==> src/verilog/hrng_pkg.sv <==
`default_nettype none
package hrng_pkg;
    // ------------------------------------------------------------
    // word and state sizes
    // ------------------------------------------------------------
    localparam int WORD_W = 32;
    localparam int STATE_W = 128;
    localparam int NW_W = 8;
    localparam int SEED_WORDS = 4;

    // ------------------------------------------------------------
    // conditioning and health figures
    // ------------------------------------------------------------
    // raw bits xor-folded into one conditioned bit
    localparam int FOLD = 2;
    // entropy per conditioned bit the folding aims at
    localparam real MIN_ENTROPY = 0.997;
    localparam int RUN_LIMIT = 32;
    localparam int WIN = 256;
    localparam int ONES_LO = 96;
    localparam int ONES_HI = 160;

    // ------------------------------------------------------------
    // reset values and mixing constants
    // ------------------------------------------------------------
    localparam logic [STATE_W-1:0] STATE_RST = 128'h0;
    localparam logic [WORD_W-1:0] K_OUT = 32'h9e3779b9;
    localparam logic [WORD_W-1:0] K_UPD = 32'h7f4a7c15;
    localparam logic [WORD_W-1:0] K_SEED = 32'h85ebca6b;

    typedef enum logic {T_IDLE, T_RUN} hrng_true_random_source_st_t;
endpackage : hrng_pkg
`default_nettype wire

==> src/verilog/hrng_if.sv <==
`default_nettype none
interface hrng_ent_if;
    logic raw_bit;
    logic tot_fail;
    logic defect;
    logic startup_ok;
    modport mon (input raw_bit, output tot_fail, defect, startup_ok);
    modport top (output raw_bit, input tot_fail, defect, startup_ok);
endinterface : hrng_ent_if

interface hrng_drbg_if;
    logic [hrng_pkg::WORD_W-1:0] seed_word;
    logic seed_valid;
    logic seed_ready;
    logic reseed;
    logic busy;
    logic seeded;
    logic [hrng_pkg::WORD_W-1:0] out_word;
    logic out_valid;
    logic out_ready;
    modport gen (input seed_word, seed_valid, reseed, out_ready,
                 output seed_ready, busy, seeded, out_word, out_valid);
    modport top (output seed_word, seed_valid, reseed, out_ready,
                 input seed_ready, busy, seeded, out_word, out_valid);
endinterface : hrng_drbg_if
`default_nettype wire

==> src/verilog/hrng_health.sv <==
`default_nettype none
module hrng_health #(
    parameter int RUN_MAX = hrng_pkg::RUN_LIMIT,
    parameter int WIN_LEN = hrng_pkg::WIN
) (
    // clock and reset
    input wire logic mclk,
    input wire logic rst_b,
    // entropy monitor
    hrng_ent_if.mon ent
);
    import hrng_pkg::*;
    localparam int RW = $clog2(RUN_MAX + 1);
    localparam int WW = $clog2(WIN_LEN);
    localparam int OW = $clog2(WIN_LEN + 1);

    logic last_r, last_nxt, tot_r, tot_nxt, def_r, def_nxt, ok_r, ok_nxt;
    logic [RW-1:0] run_r, run_nxt;
    logic [WW-1:0] win_r, win_nxt;
    logic [OW-1:0] ones_r, ones_nxt, ones_end;
    logic win_end, bad;

    always_comb begin
        ones_end = ones_r + OW'(ent.raw_bit);
        win_end = (win_r == WW'(WIN_LEN - 1));
        bad = (ones_end < OW'(ONES_LO)) || (ones_end > OW'(ONES_HI));
        last_nxt = ent.raw_bit;
        if (ent.raw_bit != last_r) begin
            run_nxt = RW'(1);
        end else if (run_r != RW'(RUN_MAX)) begin
            run_nxt = run_r + RW'(1);
        end else begin
            run_nxt = run_r;
        end
        tot_nxt = tot_r | (run_nxt == RW'(RUN_MAX));
        win_nxt = win_end ? '0 : win_r + WW'(1);
        ones_nxt = win_end ? '0 : ones_end;
        def_nxt = def_r | (win_end & bad);
        ok_nxt = ok_r | (win_end & ~bad & ~def_r);
    end

    always_ff @(posedge mclk) begin
        if (!rst_b) begin
            last_r <= 1'b0;
            run_r <= '0;
            win_r <= '0;
            ones_r <= '0;
            tot_r <= 1'b0;
            def_r <= 1'b0;
            ok_r <= 1'b0;
        end else begin
            last_r <= last_nxt;
            run_r <= run_nxt;
            win_r <= win_nxt;
            ones_r <= ones_nxt;
            tot_r <= tot_nxt;
            def_r <= def_nxt;
            ok_r <= ok_nxt;
        end
    end

    assign ent.tot_fail = tot_r;
    assign ent.defect = def_r;
    assign ent.startup_ok = ok_r;

    property p_tot;
        @(posedge mclk) disable iff (!rst_b)
        (run_r == RW'(RUN_MAX - 1) && ent.raw_bit == last_r)
            |=> ent.tot_fail;
    endproperty
    a_tot: assert property (p_tot) else $error("stuck source missed");

    property p_win;
        @(posedge mclk) disable iff (!rst_b)
        (win_end && bad) |=> ent.defect && !$rose(ent.startup_ok);
    endproperty
    a_win: assert property (p_win) else $error("window defect missed");
endmodule : hrng_health
`default_nettype wire

==> src/verilog/hrng_drbg.sv <==
`default_nettype none
module hrng_drbg (
    // clock and reset
    input wire logic mclk,
    input wire logic rst_b,
    // seed in, words out
    hrng_drbg_if.gen d
);
    import hrng_pkg::*;
    localparam int CW = $clog2(SEED_WORDS);

    function automatic logic [WORD_W-1:0] rotl(input logic [WORD_W-1:0] x,
                                               input int n);
        rotl = (x << n) | (x >> (WORD_W - n));
    endfunction : rotl

    // light arx mixing; not a vetted hash, strength rests on the seed
    function automatic logic [STATE_W-1:0] mix(input logic [STATE_W-1:0] s,
                                               input logic [WORD_W-1:0] k);
        logic [WORD_W-1:0] a, b, c, e;
        a = s[127:96] + k;
        b = s[95:64];
        c = s[63:32];
        e = s[31:0];
        for (int i = 0; i < 2; i++) begin
            a = a + b;
            e = rotl(e ^ a, 16);
            c = c + e;
            b = rotl(b ^ c, 12);
            a = a + b;
            e = rotl(e ^ a, 8);
            c = c + e;
            b = rotl(b ^ c, 7);
        end
        mix = {a, b, c, e};
    endfunction : mix

    logic [STATE_W-1:0] st_r, st_nxt, m_out;
    logic [CW-1:0] cnt_r, cnt_nxt;
    logic seeded_r, seeded_nxt, pend_r, pend_nxt, outv_r, outv_nxt, take;
    logic [WORD_W-1:0] out_r, out_nxt;

    always_comb begin
        st_nxt = st_r;
        cnt_nxt = cnt_r;
        seeded_nxt = seeded_r;
        pend_nxt = pend_r;
        out_nxt = out_r;
        outv_nxt = outv_r;
        m_out = mix(st_r, K_OUT);
        take = d.out_valid && d.out_ready;
        if (pend_r) begin
            outv_nxt = 1'b0;
            if (d.seed_valid) begin
                st_nxt = mix({st_r[127:32], st_r[31:0] ^ d.seed_word},
                             K_SEED);
                cnt_nxt = cnt_r + CW'(1);
                if (cnt_r == CW'(SEED_WORDS - 1)) begin
                    pend_nxt = 1'b0;
                    seeded_nxt = 1'b1;
                    cnt_nxt = '0;
                end
            end
        end else if (!outv_r || take) begin
            out_nxt = m_out[127:96] ^ m_out[31:0];
            outv_nxt = 1'b1;
            // feed-forward xor keeps the update one-way
            st_nxt = st_r ^ mix(st_r, K_UPD);
        end
        if (d.reseed) begin
            pend_nxt = 1'b1;
            cnt_nxt = '0;
            outv_nxt = 1'b0;
        end
    end

    always_ff @(posedge mclk) begin
        if (!rst_b) begin
            st_r <= STATE_RST;
            cnt_r <= '0;
            seeded_r <= 1'b0;
            pend_r <= 1'b1;
            out_r <= '0;
            outv_r <= 1'b0;
        end else begin
            st_r <= st_nxt;
            cnt_r <= cnt_nxt;
            seeded_r <= seeded_nxt;
            pend_r <= pend_nxt;
            out_r <= out_nxt;
            outv_r <= outv_nxt;
        end
    end

    assign d.seed_ready = pend_r;
    assign d.busy = pend_r;
    assign d.seeded = seeded_r;
    assign d.out_word = out_r;
    assign d.out_valid = outv_r & ~pend_r;

    property p_unseeded;
        @(posedge mclk) disable iff (!rst_b)
        !seeded_r |-> !d.out_valid;
    endproperty
    a_unseeded: assert property (p_unseeded) else $error("unseeded out");

    property p_reseed;
        @(posedge mclk) disable iff (!rst_b)
        d.reseed |=> d.busy && !d.out_valid;
    endproperty
    a_reseed: assert property (p_reseed) else $error("reseed ignored");

    property p_adv;
        @(posedge mclk) disable iff (!rst_b)
        take |=> st_r != $past(st_r);
    endproperty
    a_adv: assert property (p_adv) else $error("state not advanced");
endmodule : hrng_drbg
`default_nettype wire

==> src/verilog/hrng_top.sv <==
// Contract
// - deterministic state is seeded from the physical entropy path
// - user may request a reseed from the physical path at any time
// - deterministic output is delivered as 32-bit words
// - state update hides earlier outputs even if state is known
// - earlier outputs do not let later outputs be predicted
// - total-failure test runs from start; a failure blocks all output
// - after total failure no word using later raw bits leaves the block
// - online test gates output until power-up pass, stops it on defect
// - continuous online test finds defects within a bounded window
// - physical output is a whole number of 32-bit words per request
// - conditioning targets average entropy above 0.997 per bit
`default_nettype none
module hrng_top #(
    parameter int FOLD_N = hrng_pkg::FOLD
) (
    // clock and reset
    input wire logic mclk,
    input wire logic rst_b,
    // raw noise pin
    input wire logic noise_in,
    // physical word path
    input wire logic true_random_source_req,
    input wire logic [hrng_pkg::NW_W-1:0] true_random_source_nwords,
    output logic [hrng_pkg::WORD_W-1:0] true_random_source_word,
    output logic true_random_source_valid,
    input wire logic true_random_source_ready,
    output logic true_random_source_busy,
    // deterministic path
    output logic [hrng_pkg::WORD_W-1:0] drbg_word,
    output logic drbg_valid,
    input wire logic drbg_ready,
    input wire logic reseed_req,
    output logic reseed_busy,
    output logic drbg_seeded,
    // health status
    output logic startup_done,
    output logic fail_flag,
    output logic fail_total,
    output logic fail_defect
);
    import hrng_pkg::*;

    localparam int FW = $clog2(FOLD_N + 1);
    localparam int BW = $clog2(WORD_W);
    localparam logic [BW-1:0] BCNT_LAST = BW'(WORD_W - 1);

    // ------------------------------------------------------------
    // noise synchroniser
    // ------------------------------------------------------------
    logic n_s1_r, n_s2_r;

    always_ff @(posedge mclk) begin
        if (!rst_b) begin
            n_s1_r <= 1'b0;
            n_s2_r <= 1'b0;
        end else begin
            n_s1_r <= noise_in;
            n_s2_r <= n_s1_r;
        end
    end

    // ------------------------------------------------------------
    // health monitor and generator
    // ------------------------------------------------------------
    hrng_ent_if ent ();
    hrng_drbg_if dif ();

    assign ent.raw_bit = n_s2_r;

    hrng_health u_health (
        .mclk (mclk),
        .rst_b (rst_b),
        .ent (ent)
    );

    hrng_drbg u_drbg (
        .mclk (mclk),
        .rst_b (rst_b),
        .d (dif)
    );

    logic fail_w, ok_w;

    assign fail_w = ent.tot_fail | ent.defect;
    assign ok_w = ent.startup_ok & ~fail_w;
    assign fail_flag = fail_w;
    assign fail_total = ent.tot_fail;
    assign fail_defect = ent.defect;
    assign startup_done = ent.startup_ok;

    // ------------------------------------------------------------
    // conditioning: fold raw bits, pack words
    // ------------------------------------------------------------
    logic par_r, par_nxt, par, fold_done;
    logic [FW-1:0] fcnt_r, fcnt_nxt;
    logic [BW-1:0] bcnt_r, bcnt_nxt;
    logic [WORD_W-1:0] acc_r, acc_nxt, word_r, word_nxt;
    logic full_r, full_nxt;
    logic seed_take, true_random_source_load, consume;

    assign seed_take = dif.seed_valid & dif.seed_ready;
    assign consume = seed_take | true_random_source_load;

    always_comb begin
        par = par_r ^ n_s2_r;
        fold_done = (fcnt_r == FW'(FOLD_N - 1));
        par_nxt = fold_done ? 1'b0 : par;
        fcnt_nxt = fold_done ? '0 : fcnt_r + FW'(1);
        acc_nxt = acc_r;
        bcnt_nxt = bcnt_r;
        word_nxt = word_r;
        full_nxt = full_r & ~consume;
        if (fold_done) begin
            acc_nxt = {acc_r[WORD_W-2:0], par};
            bcnt_nxt = bcnt_r + BW'(1);
            // a new word is dropped while the old one waits
            if (bcnt_r == BCNT_LAST && !full_nxt) begin
                word_nxt = {acc_r[WORD_W-2:0], par};
                full_nxt = 1'b1;
            end
        end
        if (!ok_w) begin
            // discard bits that may postdate a failure
            par_nxt = 1'b0;
            fcnt_nxt = '0;
            acc_nxt = '0;
            bcnt_nxt = '0;
            full_nxt = 1'b0;
        end
    end

    always_ff @(posedge mclk) begin
        if (!rst_b) begin
            par_r <= 1'b0;
            fcnt_r <= '0;
            acc_r <= '0;
            bcnt_r <= '0;
            word_r <= '0;
            full_r <= 1'b0;
        end else begin
            par_r <= par_nxt;
            fcnt_r <= fcnt_nxt;
            acc_r <= acc_nxt;
            bcnt_r <= bcnt_nxt;
            word_r <= word_nxt;
            full_r <= full_nxt;
        end
    end

    // ------------------------------------------------------------
    // seeding path; seeding outranks the physical consumer
    // ------------------------------------------------------------
    assign dif.seed_word = word_r;
    assign dif.seed_valid = full_r & ok_w;
    assign dif.reseed = reseed_req;
    assign dif.out_ready = drbg_ready & ok_w;
    assign drbg_valid = dif.out_valid & ok_w;
    assign drbg_word = dif.out_word;
    assign reseed_busy = dif.busy;
    assign drbg_seeded = dif.seeded;

    // ------------------------------------------------------------
    // physical word requests
    // ------------------------------------------------------------
    hrng_true_random_source_st_t st_r, st_nxt;
    logic [NW_W-1:0] left_r, left_nxt;
    logic [WORD_W-1:0] tw_r, tw_nxt;
    logic tv_r, tv_nxt;

    assign true_random_source_load = (st_r == T_RUN) && !tv_r && full_r && ok_w &&
                       !dif.seed_ready;

    always_comb begin
        st_nxt = st_r;
        left_nxt = left_r;
        tw_nxt = tw_r;
        tv_nxt = tv_r;
        case (st_r)
            T_IDLE: begin
                if (true_random_source_req && true_random_source_nwords != '0 && ok_w) begin
                    st_nxt = T_RUN;
                    left_nxt = true_random_source_nwords;
                end
            end
            T_RUN: begin
                if (true_random_source_load) begin
                    tw_nxt = word_r;
                    tv_nxt = 1'b1;
                end
                if (true_random_source_valid && true_random_source_ready) begin
                    tv_nxt = 1'b0;
                    left_nxt = left_r - NW_W'(1);
                    if (left_r == NW_W'(1)) begin
                        st_nxt = T_IDLE;
                    end
                end
            end
            default: begin
                st_nxt = T_IDLE;
            end
        endcase
        if (!ok_w) begin
            // a failure cancels the rest of the request
            st_nxt = T_IDLE;
            tv_nxt = 1'b0;
            left_nxt = '0;
        end
    end

    always_ff @(posedge mclk) begin
        if (!rst_b) begin
            st_r <= T_IDLE;
            left_r <= '0;
            tw_r <= '0;
            tv_r <= 1'b0;
        end else begin
            st_r <= st_nxt;
            left_r <= left_nxt;
            tw_r <= tw_nxt;
            tv_r <= tv_nxt;
        end
    end

    assign true_random_source_word = tw_r;
    assign true_random_source_valid = tv_r & ok_w;
    assign true_random_source_busy = (st_r == T_RUN);

    // ------------------------------------------------------------
    // checks
    // ------------------------------------------------------------
    property p_fail_quiet;
        @(posedge mclk) disable iff (!rst_b)
        fail_flag |-> !true_random_source_valid && !drbg_valid && !dif.seed_valid;
    endproperty
    a_fail_quiet: assert property (p_fail_quiet) else $error("out on fail");

    property p_startup;
        @(posedge mclk) disable iff (!rst_b)
        !startup_done |-> !true_random_source_valid && !drbg_valid && !true_random_source_busy;
    endproperty
    a_startup: assert property (p_startup) else $error("out before pass");

    property p_tot_drop;
        @(posedge mclk) disable iff (!rst_b)
        $rose(fail_total) |=> !full_r && bcnt_r == '0 && !true_random_source_busy;
    endproperty
    a_tot_drop: assert property (p_tot_drop) else $error("stale word kept");

    property p_hold;
        @(posedge mclk) disable iff (!rst_b)
        (true_random_source_valid && !true_random_source_ready) ##1 !fail_flag
            |-> true_random_source_valid && $stable(true_random_source_word);
    endproperty
    a_hold: assert property (p_hold) else $error("word dropped");

    property p_last;
        @(posedge mclk) disable iff (!rst_b)
        (true_random_source_valid && true_random_source_ready && left_r == NW_W'(1)) |=> !true_random_source_busy;
    endproperty
    a_last: assert property (p_last) else $error("count overrun");

    property p_sticky;
        @(posedge mclk) disable iff (!rst_b)
        fail_flag |=> fail_flag ##1 fail_flag;
    endproperty
    a_sticky: assert property (p_sticky) else $error("flag lost");

    property p_pack;
        @(posedge mclk) disable iff (!rst_b)
        (fold_done && bcnt_r == BCNT_LAST && !full_r && ok_w) |=> full_r;
    endproperty
    a_pack: assert property (p_pack) else $error("word not packed");

    c_true_random_source: cover property (@(posedge mclk) disable iff (!rst_b)
        true_random_source_valid && true_random_source_ready);
    c_reseed: cover property (@(posedge mclk) disable iff (!rst_b)
        $fell(reseed_busy) && drbg_seeded);
    c_fail: cover property (@(posedge mclk) disable iff (!rst_b)
        $rose(fail_flag));
endmodule : hrng_top
`default_nettype wire

==> config.mk <==
export PLATFORM = sky130hd
export DESIGN_NAME = hrng_top
export DESIGN_NICKNAME = d
export VERILOG_FILES = /design/src/verilog/hrng_pkg.sv /design/src/verilog/hrng_if.sv /design/src/verilog/hrng_health.sv /design/src/verilog/hrng_drbg.sv /design/src/verilog/hrng_top.sv
export SDC_FILE = /design/constraint.sdc
export NUM_CORES = 2
export LEC_CHECK = 0
export ABC_AREA = 0
export BUFFER_PORTS_ARGS = -buffer_cell sky130_fd_sc_hd__buf_4
export CORE_ASPECT_RATIO = 1.75
export CORE_UTILIZATION = 35
export DETAILED_ROUTE_END_ITERATION = 7
export HOLD_SLACK_MARGIN = 0.03
export SYNTH_ARGS = -nofsm -noshare
export SYNTH_HDL_FRONTEND = slang
export SYNTH_SLANG_ARGS = --single-unit
==> constraint.sdc <==
create_clock -name mclk -period 47.6 [get_ports mclk]
set_input_delay 9.52 -clock mclk [delete_from_list [all_inputs] [get_ports mclk]]
set_output_delay 9.52 -clock mclk [all_outputs]
set_load 0.005 [all_outputs]
==> metrics.yaml <==
io_pins: 88
num_vias: 60470
hold_viol_final: 0
avgRoutedWirePerCell_um: 42.79
hp-class: "register to register"
cts_setup_buffers: 0
worst_pin_slew_ns: 1.720
firstDrtPassIters: 8
yosys_register_bits: 308
violations: "capacitance limit, slew limit"
path_class: "register to register"
clkTransAtPathRegs_ns: 0.06
finish.net_count: 7993
drc: 0
cts_buffer_depth: 3
grt_pass1_vias: 57160
status: "finished with violations"
gr-total-overflow: 0
slew_viol_final: 63
crit_top_cell: "xnor2_1"
clock_latency_ns: 0.71
critPathCaptureType: "register"
worst_slack_ns: 13.73
path_max_fanout: 6
die-area_um2: 155700
avgSynthCellArea_um2: 7.591
synthFlopType: "dfxtp_1"
vias_per_cell: 6.501
cts_inserted_buffers: 36
initial_core_util: 0.3523
period_minus_slack_ns: 33.87
crit_arrival_ns: 34.45
ys_seq_area_frac: 0.1143
antenna_found_initial: 40
dp_hpwl_um: 324600
critical_path.slowest_cell: "xor2_1"
holdWs_ns: 0.4297
startpoint_type: "register"
die_w_um: 298.7
fmax_mhz: 29.53
postRouteAntennaNets: 0
areaGrowthSynthToFinish_pct: 10.49
die_h_um: 521.3
fillCellCount: 16230
synth_edf_count: 0
relSlewSlack: -0.1508
slowest_delay_ns: 1.11
syn_area_um2: 53930
multi_input_area_um2: 46070
cts_sinks: 308
postSynthCellCount: 7104
final_common_cell: "xnor2_1"
wl_um: 398100
cts_resized: 0
htree_levels: 2
rows: 190
post-place-ws_ns: 16.05
io_buffers: 87
ys.warnings.count: 0
finalCritPeriodShare: 0.7115
groute.usage.overall: 0.5065
grt_max_degree: 105
cts_hold_buf: 0
synth_fp_nets: 7890
cap_violations: 23
grt_pass1_wl_um: 530100
drt-initial-drc-count: 7018
layout_common_cells: "xnor2_1 (857), a21oi_1 (759), ha_1 (749)"
drive_above_1_share: 0.06054
regArea_um2: 6170
setup_viol: 0
core_um2: 153100
cts_tree: "done"
rsz0062_at_grt: "no"
required_ns: 48.19
async_flop_share: 0
setup_tns_ns: 0
clock_skew_ns: 0.07504
yosysUniqueCellTypes: 107
place.gp.congestion: 1.222
cts_root_buf: "clkbuf_16"
## routing by layer
layer / wire, um / GRT usage / up-vias
met3: 38210 / 0.2064 / 2003
met1: 121000 / 0.4593 / 28980
met5: 129 / 0.004638 / -
li1: - / - / 25340
met2: 176900 / 0.7913 / 4129
met4: 61890 / 0.6171 / 16
## critical path, delay by kind of cell (launching register included)
kind,cells,cell delay (ns)
AND/OR/NAND/NOR,15,2.37
flip-flops,1,0.44
XOR/XNOR,18,10.58
adder cells (fa/ha/maj),11,3.90
AO/OA/AOI/OAI,54,15.10
buffers and inverters,6,1.28
## cells in the mapped netlist (all sizes together), types with 13 or more instances
| master | number | area [um2] |
|---|---|---|
| nor3 | 95 | 475.5 |
| nand3b | 14 | 105.1 |
| a31oi | 77 | 494.2 |
| xnor3 | 14 | 315.3 |
| o211ai | 21 | 157.7 |
| o21a | 107 | 812.0 |
| mux2i | 36 | 360.4 |
| buf | 17 | 78.83 |
| and2 | 32 | 200.2 |
| clkbuf | 154 | 578.1 |
| a21boi | 23 | 176.4 |
| and3 | 51 | 319.1 |
| or3 | 30 | 187.7 |
| o21ai | 413 | 2074 |
| nor2b | 75 | 476.7 |
| a21oi | 762 | 3836 |
| o31ai | 23 | 177.7 |
| xnor2 | 893 | 7859 |
| a211oi | 59 | 447.9 |
| ha | 750 | 9384 |
| a2111oi | 13 | 120.1 |
| nand2b | 72 | 450.4 |
| a211o | 16 | 140.1 |
| or2 | 15 | 93.84 |
| fa | 21 | 420.4 |
| nor4 | 14 | 87.58 |
| xor2 | 620 | 5505 |
| and4 | 13 | 113.9 |
| a221oi | 23 | 207.7 |
| o21bai | 113 | 852.1 |
| inv | 389 | 1460 |
| nand4 | 46 | 287.8 |
| o22ai | 25 | 156.4 |
| dfxtp | 308 | 6166 |
| a22oi | 66 | 495.5 |
| nand3 | 112 | 560.5 |
| a31o | 20 | 183.9 |
| a21o | 321 | 2410 |
| nor2 | 590 | 2217 |
| nand2 | 477 | 1790 |
## flip-flops by register name (all words and copies together) (netlist names), 2 cells and up
| signal | cells |
|---|---|
| u_drbg.st_r | 128 |
| dif.seed_word | 32 |
| true_random_source_word | 32 |
| u_drbg.d.out_word | 32 |
| acc_r | 31 |
| u_health.ones_r | 9 |
| left_r | 8 |
| u_health.win_r | 8 |
| u_health.run_r | 6 |
| bcnt_r | 5 |
| fcnt_r | 2 |
| u_drbg.cnt_r | 2 |
## worst paths after layout
path,start,end,slack [ns],depth (start not counted)
setup reg to reg,u_drbg.st_r[66],u_drbg.st_r[65],13.73,104
hold reg to reg,fcnt_r[0],fcnt_r[0],0.43,1
setup / recovery,u_drbg.st_r[66],u_drbg.st_r[65],13.73,104
hold / removal,fcnt_r[0],fcnt_r[0],0.43,1
## cell type report
| cell class | instances | area share |
|---|---|---|
| Sequential cell | 308 | 0.1035 |
| Clock inverter | 20 | 0.004851 |
| Multi-Input combinational cell | 6225 | 0.7731 |
| Clock buffer | 46 | 0.01659 |
| Tap cell | 2016 | 0.04233 |
| Antenna cell | 51 | 0.002142 |
| Timing Repair Buffer | 236 | 0.03213 |
| Inverter | 400 | 0.02528 |
## metrics by stage
| stage | cell area [um2] | std cells | utilization |
|---|---|---|---|
| 2_1_floorplan | 53930 | 7104 | - |
| 3_3_place_gp | 57510 | 9163 | 0.3757 |
| 3_5_place_dp | 57520 | 9163 | 0.3757 |
| 4_1_cts | 58800 | 9229 | 0.3841 |
| 5_1_grt | 59500 | 9267 | 0.3886 |
| 6_report | 59590 | 9302 | 0.3892 |
## kinds of logic after synthesis
group | Yosys count | share of synthesized area
AO/OA/AOI/OAI | 2224 | 0.2610
multiplexers | 37 | 0.006891
XOR/XNOR | 1530 | 0.2550
flip-flops | 308 | 0.1143
buffers and inverters | 571 | 0.04002
adder cells (fa/ha/maj) | 772 | 0.1820
AND/OR/NAND/NOR | 1662 | 0.1407
Power is left out: the tool's default activity adds up to more than one toggle a clock period on the data nets, which glitch-free logic cannot reach.
